## config.mk

```make
export PLATFORM = sky130hd
export DESIGN_NAME = ppg_cfg_regs
export DESIGN_NICKNAME = d
export VERILOG_FILES = /design/src/verilog/ppg_pkg.sv /design/src/verilog/ppg_cfg_regs.sv /design/src/verilog/ppg_event_flags.sv /design/src/verilog/ppg_concat_map.sv
export VERILOG_INCLUDE_DIRS = /design/src /design/src/verilog
export SDC_FILE = /design/constraint.sdc
export NUM_CORES = 1
export LEC_CHECK = 0
export ABC_AREA = 1
export BUFFER_PORTS_ARGS = -buffer_cell sky130_fd_sc_hd__buf_2
export CORE_UTILIZATION = 31
export CTS_CLUSTER_DIAMETER = 30
export DETAILED_ROUTE_END_ITERATION = 12
export HOLD_SLACK_MARGIN = 0.12
export PLACE_DENSITY = 0.51
export SYNTH_ARGS = -nofsm -noshare
export SYNTH_HDL_FRONTEND = slang
export SYNTH_SLANG_ARGS = --single-unit
```

## constraint.sdc

```tcl
create_clock -name pclk -period 2.8 [get_ports pclk]
set_clock_uncertainty 0.15 [all_clocks]
set_input_delay 0.14 -clock pclk [delete_from_list [all_inputs] [get_ports pclk]]
set_output_delay 0.14 -clock pclk [all_outputs]
set_load 0.02 [all_outputs]
```

## src/verilog/ppg_cfg.svh

```systemverilog
/*
 * Constants of the pattern test unit configuration block: register
 * indices, field positions, widths and reset values.
 * Assumes it is included by its bare name and defines nothing else.
 */
`ifndef PPG_CFG_SVH
`define PPG_CFG_SVH

// ============================================================
// Sizes
`define PPG_NUM_PATHS 12
`define PPG_PATH_W 4
`define PPG_LFSR_W 23
`define PPG_HIGH_W 16
`define PPG_LOW_W 7
`define PPG_TRIPLE_W 4

// ============================================================
// Register indices; byte address is four times the index
`define PPG_IDX_SEL 10'h080
`define PPG_IDX_DATA 10'h081
`define PPG_IDX_GEN_CFG 10'h082
`define PPG_IDX_MON_CFG 10'h083
`define PPG_IDX_ERR_STAT 10'h084
`define PPG_IDX_ERR_EN 10'h085
`define PPG_IDX_SYNC_STAT 10'h089
`define PPG_IDX_SYNC_EN 10'h08A

// ============================================================
// Fields
`define PPG_PAGE_GEN_HIGH 4'h9
`define PPG_PAGE_GEN_LOW 4'hA
`define PPG_SEL_PAGE_LSB 0
`define PPG_SEL_PATH_LSB 4
`define PPG_FULL_BIT 14
`define PPG_TRIPLE_LSB 0
`define PPG_GEN_CFG_WMASK 16'hC70F
`define PPG_MON_CFG_WMASK 16'hC74F

// ============================================================
// Reset values
`define PPG_CFG_RST 16'h0000
`define PPG_SEL_RST 8'h00
`define PPG_LFSR_RST 23'h000000

`endif

```

## src/verilog/ppg_pkg.sv

```systemverilog
/*
 * Types shared by the pattern test unit configuration block.
 * Assumes ppg_cfg.svh is on the include path.
 */
`include "ppg_cfg.svh"

package ppg_pkg;

    // ============================================================
    // Payload concatenation setting as seen by generator or monitor
    typedef struct packed {
        logic full;
        logic [`PPG_TRIPLE_W-1:0] triple;
    } ppg_concat_cfg_t;

    // ============================================================
    // State written back by the generator after it advances a path
    typedef struct packed {
        logic valid;
        logic [`PPG_PATH_W-1:0] path;
        logic [`PPG_LFSR_W-1:0] state;
    } ppg_lfsr_upd_t;

endpackage

```

## src/verilog/ppg_cfg_regs.sv

```systemverilog
/*
 * Configuration and status of the pattern test unit: generator state
 * pages behind an indirect window, payload concatenation for generator
 * and monitor, byte-error and sync-change interrupt flags, APB slave.
 * Assumes the generator and monitor run on pclk, so their signals need
 * no synchroniser, and that software polls no busy flag.
 */
// What this block does
// - Page 9h shows and loads LFSR bits 22..7 of the selected path.
// - Page Ah shows and loads LFSR bits 6..0; bits 15..7 read zero.
// - Generator triple bit k groups paths k+1, k+5, k+9 as one payload.
// - Generator full bit 14 makes paths 1..12 one payload, beating triples.
// - Generator settings drive the protect-link pattern generator.
// - Monitor triple bit k groups paths k+1, k+5, k+9 as one payload.
// - Monitor full bit 14 makes paths 1..12 one payload, beating triples.
// - Monitor settings drive the protection-link pattern monitor.
// - Byte-error flag of path x at bit x-1, set on error while in sync.
// - Byte-error flags set regardless of enables, clear on read.
// - Byte-error enable bit x-1 lets path x flag raise the interrupt.
// - Sync-change flag register covers 12 paths, path x at bit x-1.
// - Sync-change flag sets on any sync transition, clears on read.
`timescale 1ns/10ps
`include "ppg_cfg.svh"


module ppg_cfg_regs
    import ppg_pkg::*;
(
    input wire logic pclk,
    input wire logic presetn,
    input wire logic psel,
    input wire logic penable,
    input wire logic pwrite,
    input wire logic [11:0] paddr,
    input wire logic [31:0] pwdata,
    output logic pready,
    output logic [31:0] prdata,
    output logic pslverr,
    output logic irq,
    input wire logic [`PPG_PATH_W-1:0] gen_rd_path,
    output logic [`PPG_LFSR_W-1:0] gen_rd_state,
    output logic gen_rd_lead,
    input wire ppg_lfsr_upd_t gen_upd,
    output ppg_concat_cfg_t gen_concat_cfg,
    output logic [`PPG_NUM_PATHS-1:0] gen_concat_vec,
    output ppg_concat_cfg_t mon_concat_cfg,
    output logic [`PPG_NUM_PATHS-1:0] mon_lead_vec,
    output logic [`PPG_NUM_PATHS-1:0] mon_concat_vec,
    input wire logic [`PPG_NUM_PATHS-1:0] mon_sync,
    input wire logic [`PPG_NUM_PATHS-1:0] mon_byte_err
);

    localparam int NP = `PPG_NUM_PATHS;

    // ============================================================
    // Elaboration checks: the status and page layouts assume these sizes
    // Other path counts would need new status words and a new select map
    if (NP != 12)
    begin : g_bad_paths
        $error("ppg_cfg_regs: status words are laid out for twelve paths");
    end
    if (`PPG_HIGH_W + `PPG_LOW_W != `PPG_LFSR_W)
    begin : g_bad_split
        $error("ppg_cfg_regs: the two pages must cover the whole state");
    end
    if (NP > (1 << `PPG_PATH_W))
    begin : g_bad_path_w
        $error("ppg_cfg_regs: path field too narrow for the path count");
    end

    // ============================================================
    // Register state
    logic [7:0] sel_q;
    logic [15:0] gen_cfg_q;
    logic [15:0] mon_cfg_q;
    logic [NP-1:0] err_en_q;
    logic [NP-1:0] sync_en_q;
    logic [`PPG_LFSR_W-1:0] lfsr_q [NP];
    logic [31:0] prdata_q;
    logic [NP-1:0] mon_sync_q;
    logic primed_q;
    logic [`PPG_LFSR_W-1:0] gen_rd_state_q;
    logic gen_rd_lead_q;

    // ============================================================
    // Bus decode
    logic [9:0] idx;
    logic setup;
    logic access;
    logic wr;
    logic rd;
    logic hit_sel;
    logic hit_data;
    logic hit_gen;
    logic hit_mon;
    logic hit_err_stat;
    logic hit_err_en;
    logic hit_sync_stat;
    logic hit_sync_en;
    logic mapped;

    assign idx = paddr[11:2];
    assign setup = psel & ~penable;
    assign access = psel & penable;
    assign hit_sel = (idx == `PPG_IDX_SEL);
    assign hit_data = (idx == `PPG_IDX_DATA);
    assign hit_gen = (idx == `PPG_IDX_GEN_CFG);
    assign hit_mon = (idx == `PPG_IDX_MON_CFG);
    assign hit_err_stat = (idx == `PPG_IDX_ERR_STAT);
    assign hit_err_en = (idx == `PPG_IDX_ERR_EN);
    assign hit_sync_stat = (idx == `PPG_IDX_SYNC_STAT);
    assign hit_sync_en = (idx == `PPG_IDX_SYNC_EN);
    assign mapped = hit_sel | hit_data | hit_gen | hit_mon | hit_err_stat
                  | hit_err_en | hit_sync_stat | hit_sync_en;
    assign wr = access & pwrite & mapped;
    assign rd = access & ~pwrite & mapped;

    // Zero wait states: read data is captured in the setup cycle
    assign pready = access;
    assign pslverr = access & ~mapped;
    assign prdata = prdata_q;

    // ============================================================
    // Indirect window selection
    logic [3:0] sel_page;
    logic [`PPG_PATH_W-1:0] sel_path;
    logic sel_ok;
    logic [`PPG_LFSR_W-1:0] sel_state;
    logic page_high;
    logic page_low;

    assign sel_page = sel_q[`PPG_SEL_PAGE_LSB +: 4];
    assign sel_path = sel_q[`PPG_SEL_PATH_LSB +: `PPG_PATH_W];
    // Paths beyond the twelfth read zero and ignore writes
    assign sel_ok = (sel_path < `PPG_PATH_W'(NP));
    assign sel_state = sel_ok ? lfsr_q[sel_path] : '0;
    assign page_high = sel_ok && (sel_page == `PPG_PAGE_GEN_HIGH);
    assign page_low = sel_ok && (sel_page == `PPG_PAGE_GEN_LOW);

    logic [15:0] data_word;
    assign data_word =
        page_high ? sel_state[`PPG_LFSR_W-1:`PPG_LOW_W] :
        page_low ? {9'h000, sel_state[`PPG_LOW_W-1:0]} :
        16'h0000;

    // ============================================================
    // Payload concatenation decode
    logic [3:0] gen_master;
    logic gen_path_ok;
    logic [NP-1:0] gen_lead_vec;

    // Whole-struct assignment keeps each output to one driver
    assign gen_concat_cfg = {
        gen_cfg_q[`PPG_FULL_BIT],
        gen_cfg_q[`PPG_TRIPLE_LSB +: `PPG_TRIPLE_W]
    };
    assign mon_concat_cfg = {
        mon_cfg_q[`PPG_FULL_BIT],
        mon_cfg_q[`PPG_TRIPLE_LSB +: `PPG_TRIPLE_W]
    };

    ppg_concat_map u_gen_map (
        .cfg(gen_concat_cfg),
        .query(gen_rd_path),
        .lead_vec(gen_lead_vec),
        .concat_vec(gen_concat_vec),
        .query_master(gen_master)
    );

    // Monitor has no state pages here, so its query is unused
    ppg_concat_map u_mon_map (
        .cfg(mon_concat_cfg),
        .query(`PPG_PATH_W'(0)),
        .lead_vec(mon_lead_vec),
        .concat_vec(mon_concat_vec),
        .query_master()
    );

    assign gen_path_ok = (gen_rd_path < `PPG_PATH_W'(NP));

    // ============================================================
    // Interrupt flags
    logic [NP-1:0] err_flags;
    logic [NP-1:0] sync_flags;
    logic [NP-1:0] err_set;
    logic [NP-1:0] sync_set;
    logic [NP-1:0] err_clr;
    logic [NP-1:0] sync_clr;

    assign err_set = mon_byte_err & mon_sync;
    // First cycle after reset has no valid previous sync level
    assign sync_set = primed_q ? (mon_sync ^ mon_sync_q) : '0;
    // Clear only what the reader was shown in the setup cycle
    assign err_clr = (rd && hit_err_stat) ?
        prdata_q[NP-1:0] : '0;
    assign sync_clr = (rd && hit_sync_stat) ?
        prdata_q[NP-1:0] : '0;

    ppg_event_flags #(
        .WIDTH(NP)
    ) u_err_flags (
        .pclk(pclk),
        .presetn(presetn),
        .set_i(err_set),
        .clr_i(err_clr),
        .flags(err_flags)
    );

    ppg_event_flags #(
        .WIDTH(NP)
    ) u_sync_flags (
        .pclk(pclk),
        .presetn(presetn),
        .set_i(sync_set),
        .clr_i(sync_clr),
        .flags(sync_flags)
    );

    logic err_irq;
    logic sync_irq;
    assign err_irq = |(err_flags & err_en_q);
    assign sync_irq = |(sync_flags & sync_en_q);
    assign irq = err_irq | sync_irq;

    // ============================================================
    // Read mux
    logic [15:0] rd_word;
    assign rd_word =
        hit_sel ? {8'h00, sel_q} :
        hit_data ? data_word :
        hit_gen ? gen_cfg_q :
        hit_mon ? mon_cfg_q :
        hit_err_stat ? {4'h0, err_flags} :
        hit_err_en ? {4'h0, err_en_q} :
        hit_sync_stat ? {4'h0, sync_flags} :
        hit_sync_en ? {4'h0, sync_en_q} :
        16'h0000;

    always_ff @(posedge pclk or negedge presetn)
    begin
        if (!presetn)
            prdata_q <= 32'h00000000;
        else if (setup)
            prdata_q <= {16'h0000, rd_word};
    end

    // ============================================================
    // Software writable registers
    always_ff @(posedge pclk or negedge presetn)
    begin
        if (!presetn)
        begin
            sel_q <= `PPG_SEL_RST;
            gen_cfg_q <= `PPG_CFG_RST;
            mon_cfg_q <= `PPG_CFG_RST;
            err_en_q <= '0;
            sync_en_q <= '0;
        end
        else if (wr)
        begin
            if (hit_sel)
                sel_q <= pwdata[7:0];
            if (hit_gen)
                gen_cfg_q <=
                    pwdata[15:0] & `PPG_GEN_CFG_WMASK;
            if (hit_mon)
                mon_cfg_q <=
                    pwdata[15:0] & `PPG_MON_CFG_WMASK;
            if (hit_err_en)
                err_en_q <= pwdata[NP-1:0];
            if (hit_sync_en)
                sync_en_q <= pwdata[NP-1:0];
        end
    end

    // ============================================================
    // Generator LFSR state per path; a software load wins over the
    // generator's own update of the same path in the same cycle
    logic sw_load;
    assign sw_load = wr && hit_data && (page_high || page_low);

    always_ff @(posedge pclk or negedge presetn)
    begin
        if (!presetn)
        begin
            for (int i = 0; i < NP; i++)
                lfsr_q[i] <= `PPG_LFSR_RST;
        end
        else
        begin
            if (gen_upd.valid && gen_upd.path < `PPG_PATH_W'(NP))
                lfsr_q[gen_upd.path] <= gen_upd.state;
            if (sw_load && page_high)
                lfsr_q[sel_path][`PPG_LFSR_W-1:`PPG_LOW_W] <=
                    pwdata[`PPG_HIGH_W-1:0];
            if (sw_load && page_low)
                lfsr_q[sel_path][`PPG_LOW_W-1:0] <=
                    pwdata[`PPG_LOW_W-1:0];
        end
    end

    // ============================================================
    // Generator lookup: a concatenated path reads its first path
    always_ff @(posedge pclk or negedge presetn)
    begin
        if (!presetn)
        begin
            gen_rd_state_q <= `PPG_LFSR_RST;
            gen_rd_lead_q <= 1'b0;
        end
        else
        begin
            gen_rd_state_q <=
                gen_path_ok ? lfsr_q[gen_master] : '0;
            gen_rd_lead_q <= gen_path_ok && gen_lead_vec[gen_rd_path];
        end
    end

    assign gen_rd_state = gen_rd_state_q;
    assign gen_rd_lead = gen_rd_lead_q;

    // ============================================================
    // Previous sync level for change detection
    always_ff @(posedge pclk or negedge presetn)
    begin
        if (!presetn)
        begin
            mon_sync_q <= '0;
            primed_q <= 1'b0;
        end
        else
        begin
            mon_sync_q <= mon_sync;
            primed_q <= 1'b1;
        end
    end

endmodule

```

## src/verilog/ppg_event_flags.sv

```systemverilog
/*
 * Sticky event flags, one per path.
 * Assumes set and clear come from logic on the same clock.
 */
`timescale 1ns/10ps

module ppg_event_flags #(
    parameter int WIDTH = 12
) (
    input wire logic pclk,
    input wire logic presetn,
    input wire logic [WIDTH-1:0] set_i,
    input wire logic [WIDTH-1:0] clr_i,
    output logic [WIDTH-1:0] flags
);

    logic [WIDTH-1:0] flags_q;
    logic [WIDTH-1:0] flags_d;

    if (WIDTH < 1)
    begin : g_bad_width
        $error("ppg_event_flags: WIDTH must be at least 1");
    end

    // Set beats clear so an event in the clearing cycle survives
    assign flags_d = (flags_q & ~clr_i) | set_i;
    assign flags = flags_q;

    always_ff @(posedge pclk or negedge presetn)
    begin
        if (!presetn)
            flags_q <= '0;
        else
            flags_q <= flags_d;
    end

endmodule

```

## src/verilog/ppg_concat_map.sv

```systemverilog
/*
 * Maps a payload concatenation setting onto the twelve paths.
 * Purely combinational; assumes a valid path on the query.
 */
`timescale 1ns/10ps
`include "ppg_cfg.svh"

module ppg_concat_map
    import ppg_pkg::*;
(
    input wire ppg_concat_cfg_t cfg,
    input wire logic [`PPG_PATH_W-1:0] query,
    output logic [`PPG_NUM_PATHS-1:0] lead_vec,
    output logic [`PPG_NUM_PATHS-1:0] concat_vec,
    output logic [`PPG_PATH_W-1:0] query_master
);

    // ============================================================
    // Per path: group k holds paths k, k+4, k+8 (zero based)
    for (genvar p = 0; p < `PPG_NUM_PATHS; p++)
    begin : g_path
        localparam int GRP = p % `PPG_TRIPLE_W;
        assign concat_vec[p] = cfg.full | cfg.triple[GRP];
        assign lead_vec[p] = cfg.full ? (p == 0) :
            (!cfg.triple[GRP] || p < `PPG_TRIPLE_W);
    end

    // ============================================================
    // First path of the payload that owns the queried path
    assign query_master = cfg.full ? '0 :
                          cfg.triple[query[1:0]] ? {2'b00, query[1:0]} :
                          query;

endmodule

```

After elaboration in Yosys (flattened, before gate mapping)
Cells that the tools add are included.
W data, S select, Z words.
{"block": "totals", "regBits": 404, "output_inout_bits": 105, "word_cells": 160}
{"block": "op_classes", "magnitude_cmp": 10, "eq_ne": 10, "mux": 49, "bitwise": 39, "n_reduce_logical": 28}
{"operator": "$bwmux W276", "count": 3}
{"operator": "$mux W276", "count": 3}
{"operator": "$demux W23 S4", "count": 3}
{"operator": "$bmux W23 S4", "count": 2}
{"operator": "$mux W23", "count": 8}
{"operator": "$mux W12", "count": 7}
{"operator": "$eq A10 B8 Y1 const B", "count": 8}
{"operator": "$mux W16", "count": 5}
{"operator": "$and A12 B12 Y12", "count": 5}
{"operator": "$not A12 Y12", "count": 2}
{"operator": "$or A12 B12 Y12", "count": 2}
{"operator": "$reduce_or A12 Y1", "count": 2}
{"operator": "$or A1 B1 Y1", "count": 16}
{"operator": "$ge A5 B5 Y1 const B", "count": 3}
{"operator": "$not A4 Y5", "count": 3}
{"operator": "$mux W7", "count": 2}
{"operator": "$logic_and A1 B1 Y1", "count": 12}
{"operator": "$lt A4 B4 Y1 const B", "count": 3}
{"operator": "$mux W1", "count": 12}
{"operator": "$xor A12 B12 Y12", "count": 1}
{"operator": "$lt A5 B1 Y1 const B", "count": 2}
{"operator": "$reduce_and A2 Y1", "count": 5}
{"operator": "$eq A4 B4 Y1 const B", "count": 2}
{"operator": "$logic_not A1 Y1", "count": 8}
{"operator": "other kinds (8)", "count": 17}

Depth between registers and ports, before layout
{"block": "depth", "word_depth": 15, "ltp_mapped": 15, "depth_no_buf": 13}

Modules after synthesis
Synthesis repeated with hierarchy kept, for this count alone.
{"block": "unflattened", "hier_cells": 3889, "hier_area_um2": 25464.4}
{"module": "ppg_cfg_regs", "instances": 1, "cells_each": 3681, "area_per_inst_um2": 24045.6}
{"module": "ppg_event_flags", "instances": 2, "cells_each": 60, "area_per_inst_um2": 480.5}
{"module": "ppg_concat_map", "instances": 2, "cells_each": 44, "area_per_inst_um2": 229.0}

Worst setup path after synthesis
OpenSTA, ideal clock, no wires.
{"block": "synth_path", "path_kind": "reg2reg", "startpoint": "register sel_q[7]", "endpoint": "register lfsr_q[218] in the netlist's numbering", "arrival_time_ns": 1.724, "path_slack_ns": 0.793, "stages_incl_launch_ff": 8, "path_buffers": 1, "synth_period_minus_slack_ns": 2.007, "path_cell_list": "dfrtp_1 -> nor2_1 -> inv_1 -> nor2_1 -> inv_1 -> clkbuf_1 -> o21ai_0 -> o21ai_0"}
{"block": "synth_between", "elab_chain_cells": 9, "word_cells_on_any_way": 18, "classes_between": "order compare (3); mux (7); bitwise (1); reduce/logical (7)"}
{"element": "start, declared", "line_no": "ppg_cfg_regs.sv:73", "rtl": "logic [7:0] sel_q;"}
{"element": "start signal, assigned", "line_no": "ppg_cfg_regs.sv:253", "rtl": "sel_q <= `PPG_SEL_RST;"}
{"element": "start signal, assigned", "line_no": "ppg_cfg_regs.sv:262", "rtl": "sel_q <= pwdata[7:0];"}
{"element": "$not A4 Y5", "line_no": "ppg_cfg_regs.sv:294, ppg_cfg_regs.sv:297"}
{"element": "$ge A5 B5 Y1 or $lt A5 B1 Y1 (tied branches)", "line_no": "ppg_cfg_regs.sv:294", "rtl": "lfsr_q[sel_path][`PPG_LFSR_W-1:`PPG_LOW_W] <="}
{"element": "$logic_and A1 B1 Y1", "line_no": "ppg_cfg_regs.sv:294"}
{"element": "$mux W23", "line_no": "ppg_cfg_regs.sv:294"}
{"element": "$demux W23 S4", "line_no": "ppg_cfg_regs.sv:294"}
{"element": "$bwmux W276", "line_no": "ppg_cfg_regs.sv:294"}
{"element": "$mux W276", "line_no": "ppg_cfg_regs.sv:293", "rtl": "if (sw_load && page_high)"}
{"element": "$bwmux W276", "line_no": "ppg_cfg_regs.sv:297", "rtl": "lfsr_q[sel_path][`PPG_LOW_W-1:0] <="}
{"element": "$mux W276 *", "line_no": "ppg_cfg_regs.sv:296", "rtl": "if (sw_load && page_low)"}
{"element": "end signal, assigned by index", "line_no": "ppg_cfg_regs.sv:292", "rtl": "lfsr_q[gen_upd.path] <= gen_upd.state;"}
{"element": "end signal, assigned by index", "line_no": "ppg_cfg_regs.sv:294"}
{"element": "end signal, assigned by index", "line_no": "ppg_cfg_regs.sv:297"}
{"element": "end, declared", "line_no": "ppg_cfg_regs.sv:78", "rtl": "logic [`PPG_LFSR_W-1:0] lfsr_q [NP];"}
Mark *: on every way between the ends. The rest lies on a longest branch, timed or not.
A chain may end at the register's enable or synchronous reset.

Worst setup path after layout
{"block": "layout_path", "startpoint": "register sel_q[5]", "endpoint": "register lfsr_q[44] in the netlist's numbering"}
The elaborated chain is that of the path after synthesis.

==> results.toml <==
[worst_setup_path]
crit_arrival_ps = 3140
slowest_stage = "dlygate4sd3_1"
startpoint_type = "register"
cp_common_cell = "nand2_1"
critical_path_depth = 8
crit_path_end_kind = "register"
crit_path_max_incr_delay_ps = 540
worst-path-buf-inv = 3
worstPathMaxFanout = 12
cp_cell_sequence = "buf_4, nand2_1, nor2_1, inv_2, nor2_8, nand2_1, o21a_1, dlygate4sd3_1"
critPathKind = "reg -> reg"
critPathTopFamily = "simple AND/OR/NAND/NOR gates"
cp.required_ps = 3190
rr_worst_depth = 8

[clock_network]
cts-buffers-inserted = 108
clockBufferDepth = 3
clk_pin_slew_ps = 50
worstSkewPairLatency_ps = 670
numClockSinks = 404
htreeDepth = 3
cts_tree = "yes"
cts_root_buffer = "clkbuf_16"

[pwr]
cellPowerDensity_nw_per_um2 = 764
vdd_drop_max_mv = 0.489
finalPower_uw = 24700
leakagePower_uw = 0.0147

[floorplan]
die_h_um = 285
die_width_um = 285
dieArea_um2 = 81400
rows = 103
coreArea_um2 = 79100
ios = 210
initial_utilization_pct = 31.4

[synthesis]
ys_warn_count = 0
synthFlopType = "dfrtp_1"
async_flop_share_pct = 100
synthCells = 3516
ys_ff_latch = 404
avgSynthCellArea_um2 = 7.07
ys_types = 47
syn-cell-area_um2 = 24900
yosysSeqAreaShare_pct = 40.7
synth_edf_count = 0

[finish]
drive_above_1_share_pct = 14.5
area_growth_pct = 30.1
stdcell_area_um2 = 32400
n_fill_cell = 8171
nets = 3892
utilization_pct = 40.9

[placement]
placedInstanceArea_um2 = 27100
dp_hpwl_mm = 74.3
gp_congestion = 0.937
port_buffers = 174
place_ws_ps = 279

[status]
status = "completed"

[grt]
grt_remaining_overflow = 0
grt_max_degree = 65
track_usage_pct = 27.0
grt_pass1_wl_mm = 165
grt_pass1_vias = 24866
antenna_found_initial = 4

[min_path]
hp-class = "in -> reg"
min_path_cells = 4

[sta]
drv_slew = 0
period_needed_ps = 2750
maxSlewHeadroom_pct = 31.4
fin_crit_sh_pct = 98.2
hold_viol_final = 0
fin_setup_tns_ps = 0
max_freq_ghz = 0.364
worstMarginPinSlew_ps = 1030
setup_viol = 0
rsz0062_at_grt = "no"
fin_ws_ps = 50.7

[route]
wl_per_cell_um = 22.5
drc_errors = 0
antenna_left = 0
drtIter0Drc = 2713
post_drt_via_cell_ratio = 5.27
vias = 25998
drt_pre_antenna_iters = 8
wl_mm = 111

[run]
cap_violations = 0
-- worst paths after layout --
path | startpoint | to | slack, ps
hold / removal | mon_byte_err[10] | u_err_flags.flags[10] | 150
setup reg to reg | sel_q[5] | lfsr_q[44] | 50
setup / recovery | sel_q[5] | lfsr_q[44] | 50
hold reg to reg | mon_cfg_q[8] | mon_cfg_q[8] | 330
min in group asynchronous | presetn | prdata[3] | 610
max in group asynchronous | presetn | u_err_flags.flags[10] | 1510
-- sequential cells by signal (all words and copies together) (netlist names) --
register	count
lfsr_q	276
gen_rd_state	23
prdata	16
err_en_q	12
mon_sync_q	12
sync_en_q	12
u_err_flags.flags	12
u_sync_flags.flags	12
mon_cfg_q	10
gen_cfg_q	9
sel_q	8
gen_rd_lead	1
primed_q	1
-- per-stage QoR --
stage | cells | hold WS (ps)
2_1_floorplan | 3532 | -306
3_3_place_gp | 4603 | 49.2
3_5_place_dp | 4603 | 36.3
4_1_cts | 4929 | 124
5_1_grt | 4933 | 170
6_report | 4935 | 146
-- report_power, final --
part / total, uW / internal (uW) / leakage [uW] / switching [uW]
Sequential: 7510 / 6790 / 0.00501 / 726
Combinational: 3640 / 1520 / 0.00776 / 2130
Clock: 13600 / 9580 / 0.00195 / 3980
-- Yosys cell counts, types with 3 or more instances --
master | n | area (um2)
buf_1 | 6 | 22.5
buf_6 | 11 | 124
nor2_2 | 8 | 50.1
o21ai_1 | 14 | 70.1
a22oi_1 | 43 | 323
buf_2 | 27 | 135
inv_2 | 12 | 45.0
o21bai_1 | 3 | 22.5
buf_4 | 62 | 465
o22ai_1 | 57 | 357
nor3_1 | 31 | 155
o32ai_1 | 3 | 26.3
or2_2 | 3 | 18.8
o221ai_1 | 6 | 52.6
a21oi_1 | 164 | 821
clkinv_1 | 4 | 15.0
nand3_1 | 61 | 305
o21ai_0 | 552 | 2760
mux2i_1 | 20 | 200
nor2_8 | 9 | 180
dfrtp_1 | 404 | 10100
nand4_1 | 25 | 156
nor2_1 | 225 | 845
o21a_1 | 119 | 893
clkbuf_1 | 179 | 672
inv_1 | 173 | 649
o211ai_1 | 3 | 22.5
a221oi_1 | 4 | 35.0
a32o_1 | 34 | 340
nor2_4 | 11 | 124
xor2_1 | 12 | 105
nand2_1 | 1207 | 4530
-- layout by cell type (no fill, tap or decap), types with 12 or more instances in the layout --
| cell type | count |
|---|---|
| nand4_1 | 25 |
| o21a_1 | 119 |
| o21ai_1 | 14 |
| a21oi_1 | 164 |
| nand2_1 | 1204 |
| buf_4 | 105 |
| bufinv_16 | 22 |
| inv_2 | 13 |
| nor2_4 | 13 |
| a22oi_1 | 43 |
| o21ai_0 | 552 |
| dfrtp_1 | 403 |
| mux2i_1 | 20 |
| dlygate4sd3_1 | 120 |
| buf_2 | 173 |
| clkbuf_8 | 20 |
| clkbuf_16 | 108 |
| conb_1 | 18 |
| a32o_1 | 34 |
| clkbuf_1 | 21 |
| clkinv_2 | 24 |
| nor2_1 | 222 |
| xor2_1 | 12 |
| inv_1 | 172 |
| buf_12 | 29 |
| nor3_1 | 30 |
| nand3_1 | 57 |
| o22ai_1 | 57 |
-- metal layers --
layer | global-route usage [%] | share of wire, % | vias to the layer above | wire [um]
met5 | 0 | 0.0090 | - | 10
met1 | 36.4 | 43 | 12370 | 47900
met3 | 4.58 | 7.8 | 241 | 8610
met4 | 11.5 | 4.0 | 2 | 4490
met2 | 42.5 | 45 | 1213 | 49900
li1 | - | - | 12172 | -
-- area by class of cell --
cell class                 count  area [um2]  area share, %
clock buffer                 149        3060           9.45
tap                         1050        1310           4.06
antenna                        3        7.51         0.0232
inverter                     189         711           2.20
multi-input combinational   2653       12700           39.4
sequential                   404       10100           31.2
clock inverter                56         913           2.82
timing repair buffer         431        3500           10.8
-- kinds of logic after synthesis --
group,synth area share (%)
simple gates,26.1
compound gates,23.4
buf+inv,8.64
flops,40.7
mux,0.805
xor+xnor,0.423
other cells,0.0302
-- worst reg2reg max path, delay by kind of cell, from the launching register on --
kind	cells	cell delay, ps
buffers and inverters	3	980
flip-flops	1	380
AO/OA/AOI/OAI	1	120
AND/OR/NAND/NOR	4	990
-- repair_timing --
item / in CTS / in global routing
buffers inserted: 0 / 3
endpoints found under the hold margin: 789 / 0
resized for setup: 0 / 3
endpoints found under the setup margin: 0 / 3
hold buffers: 121 / 0
(Power assumes the default switching activity.)
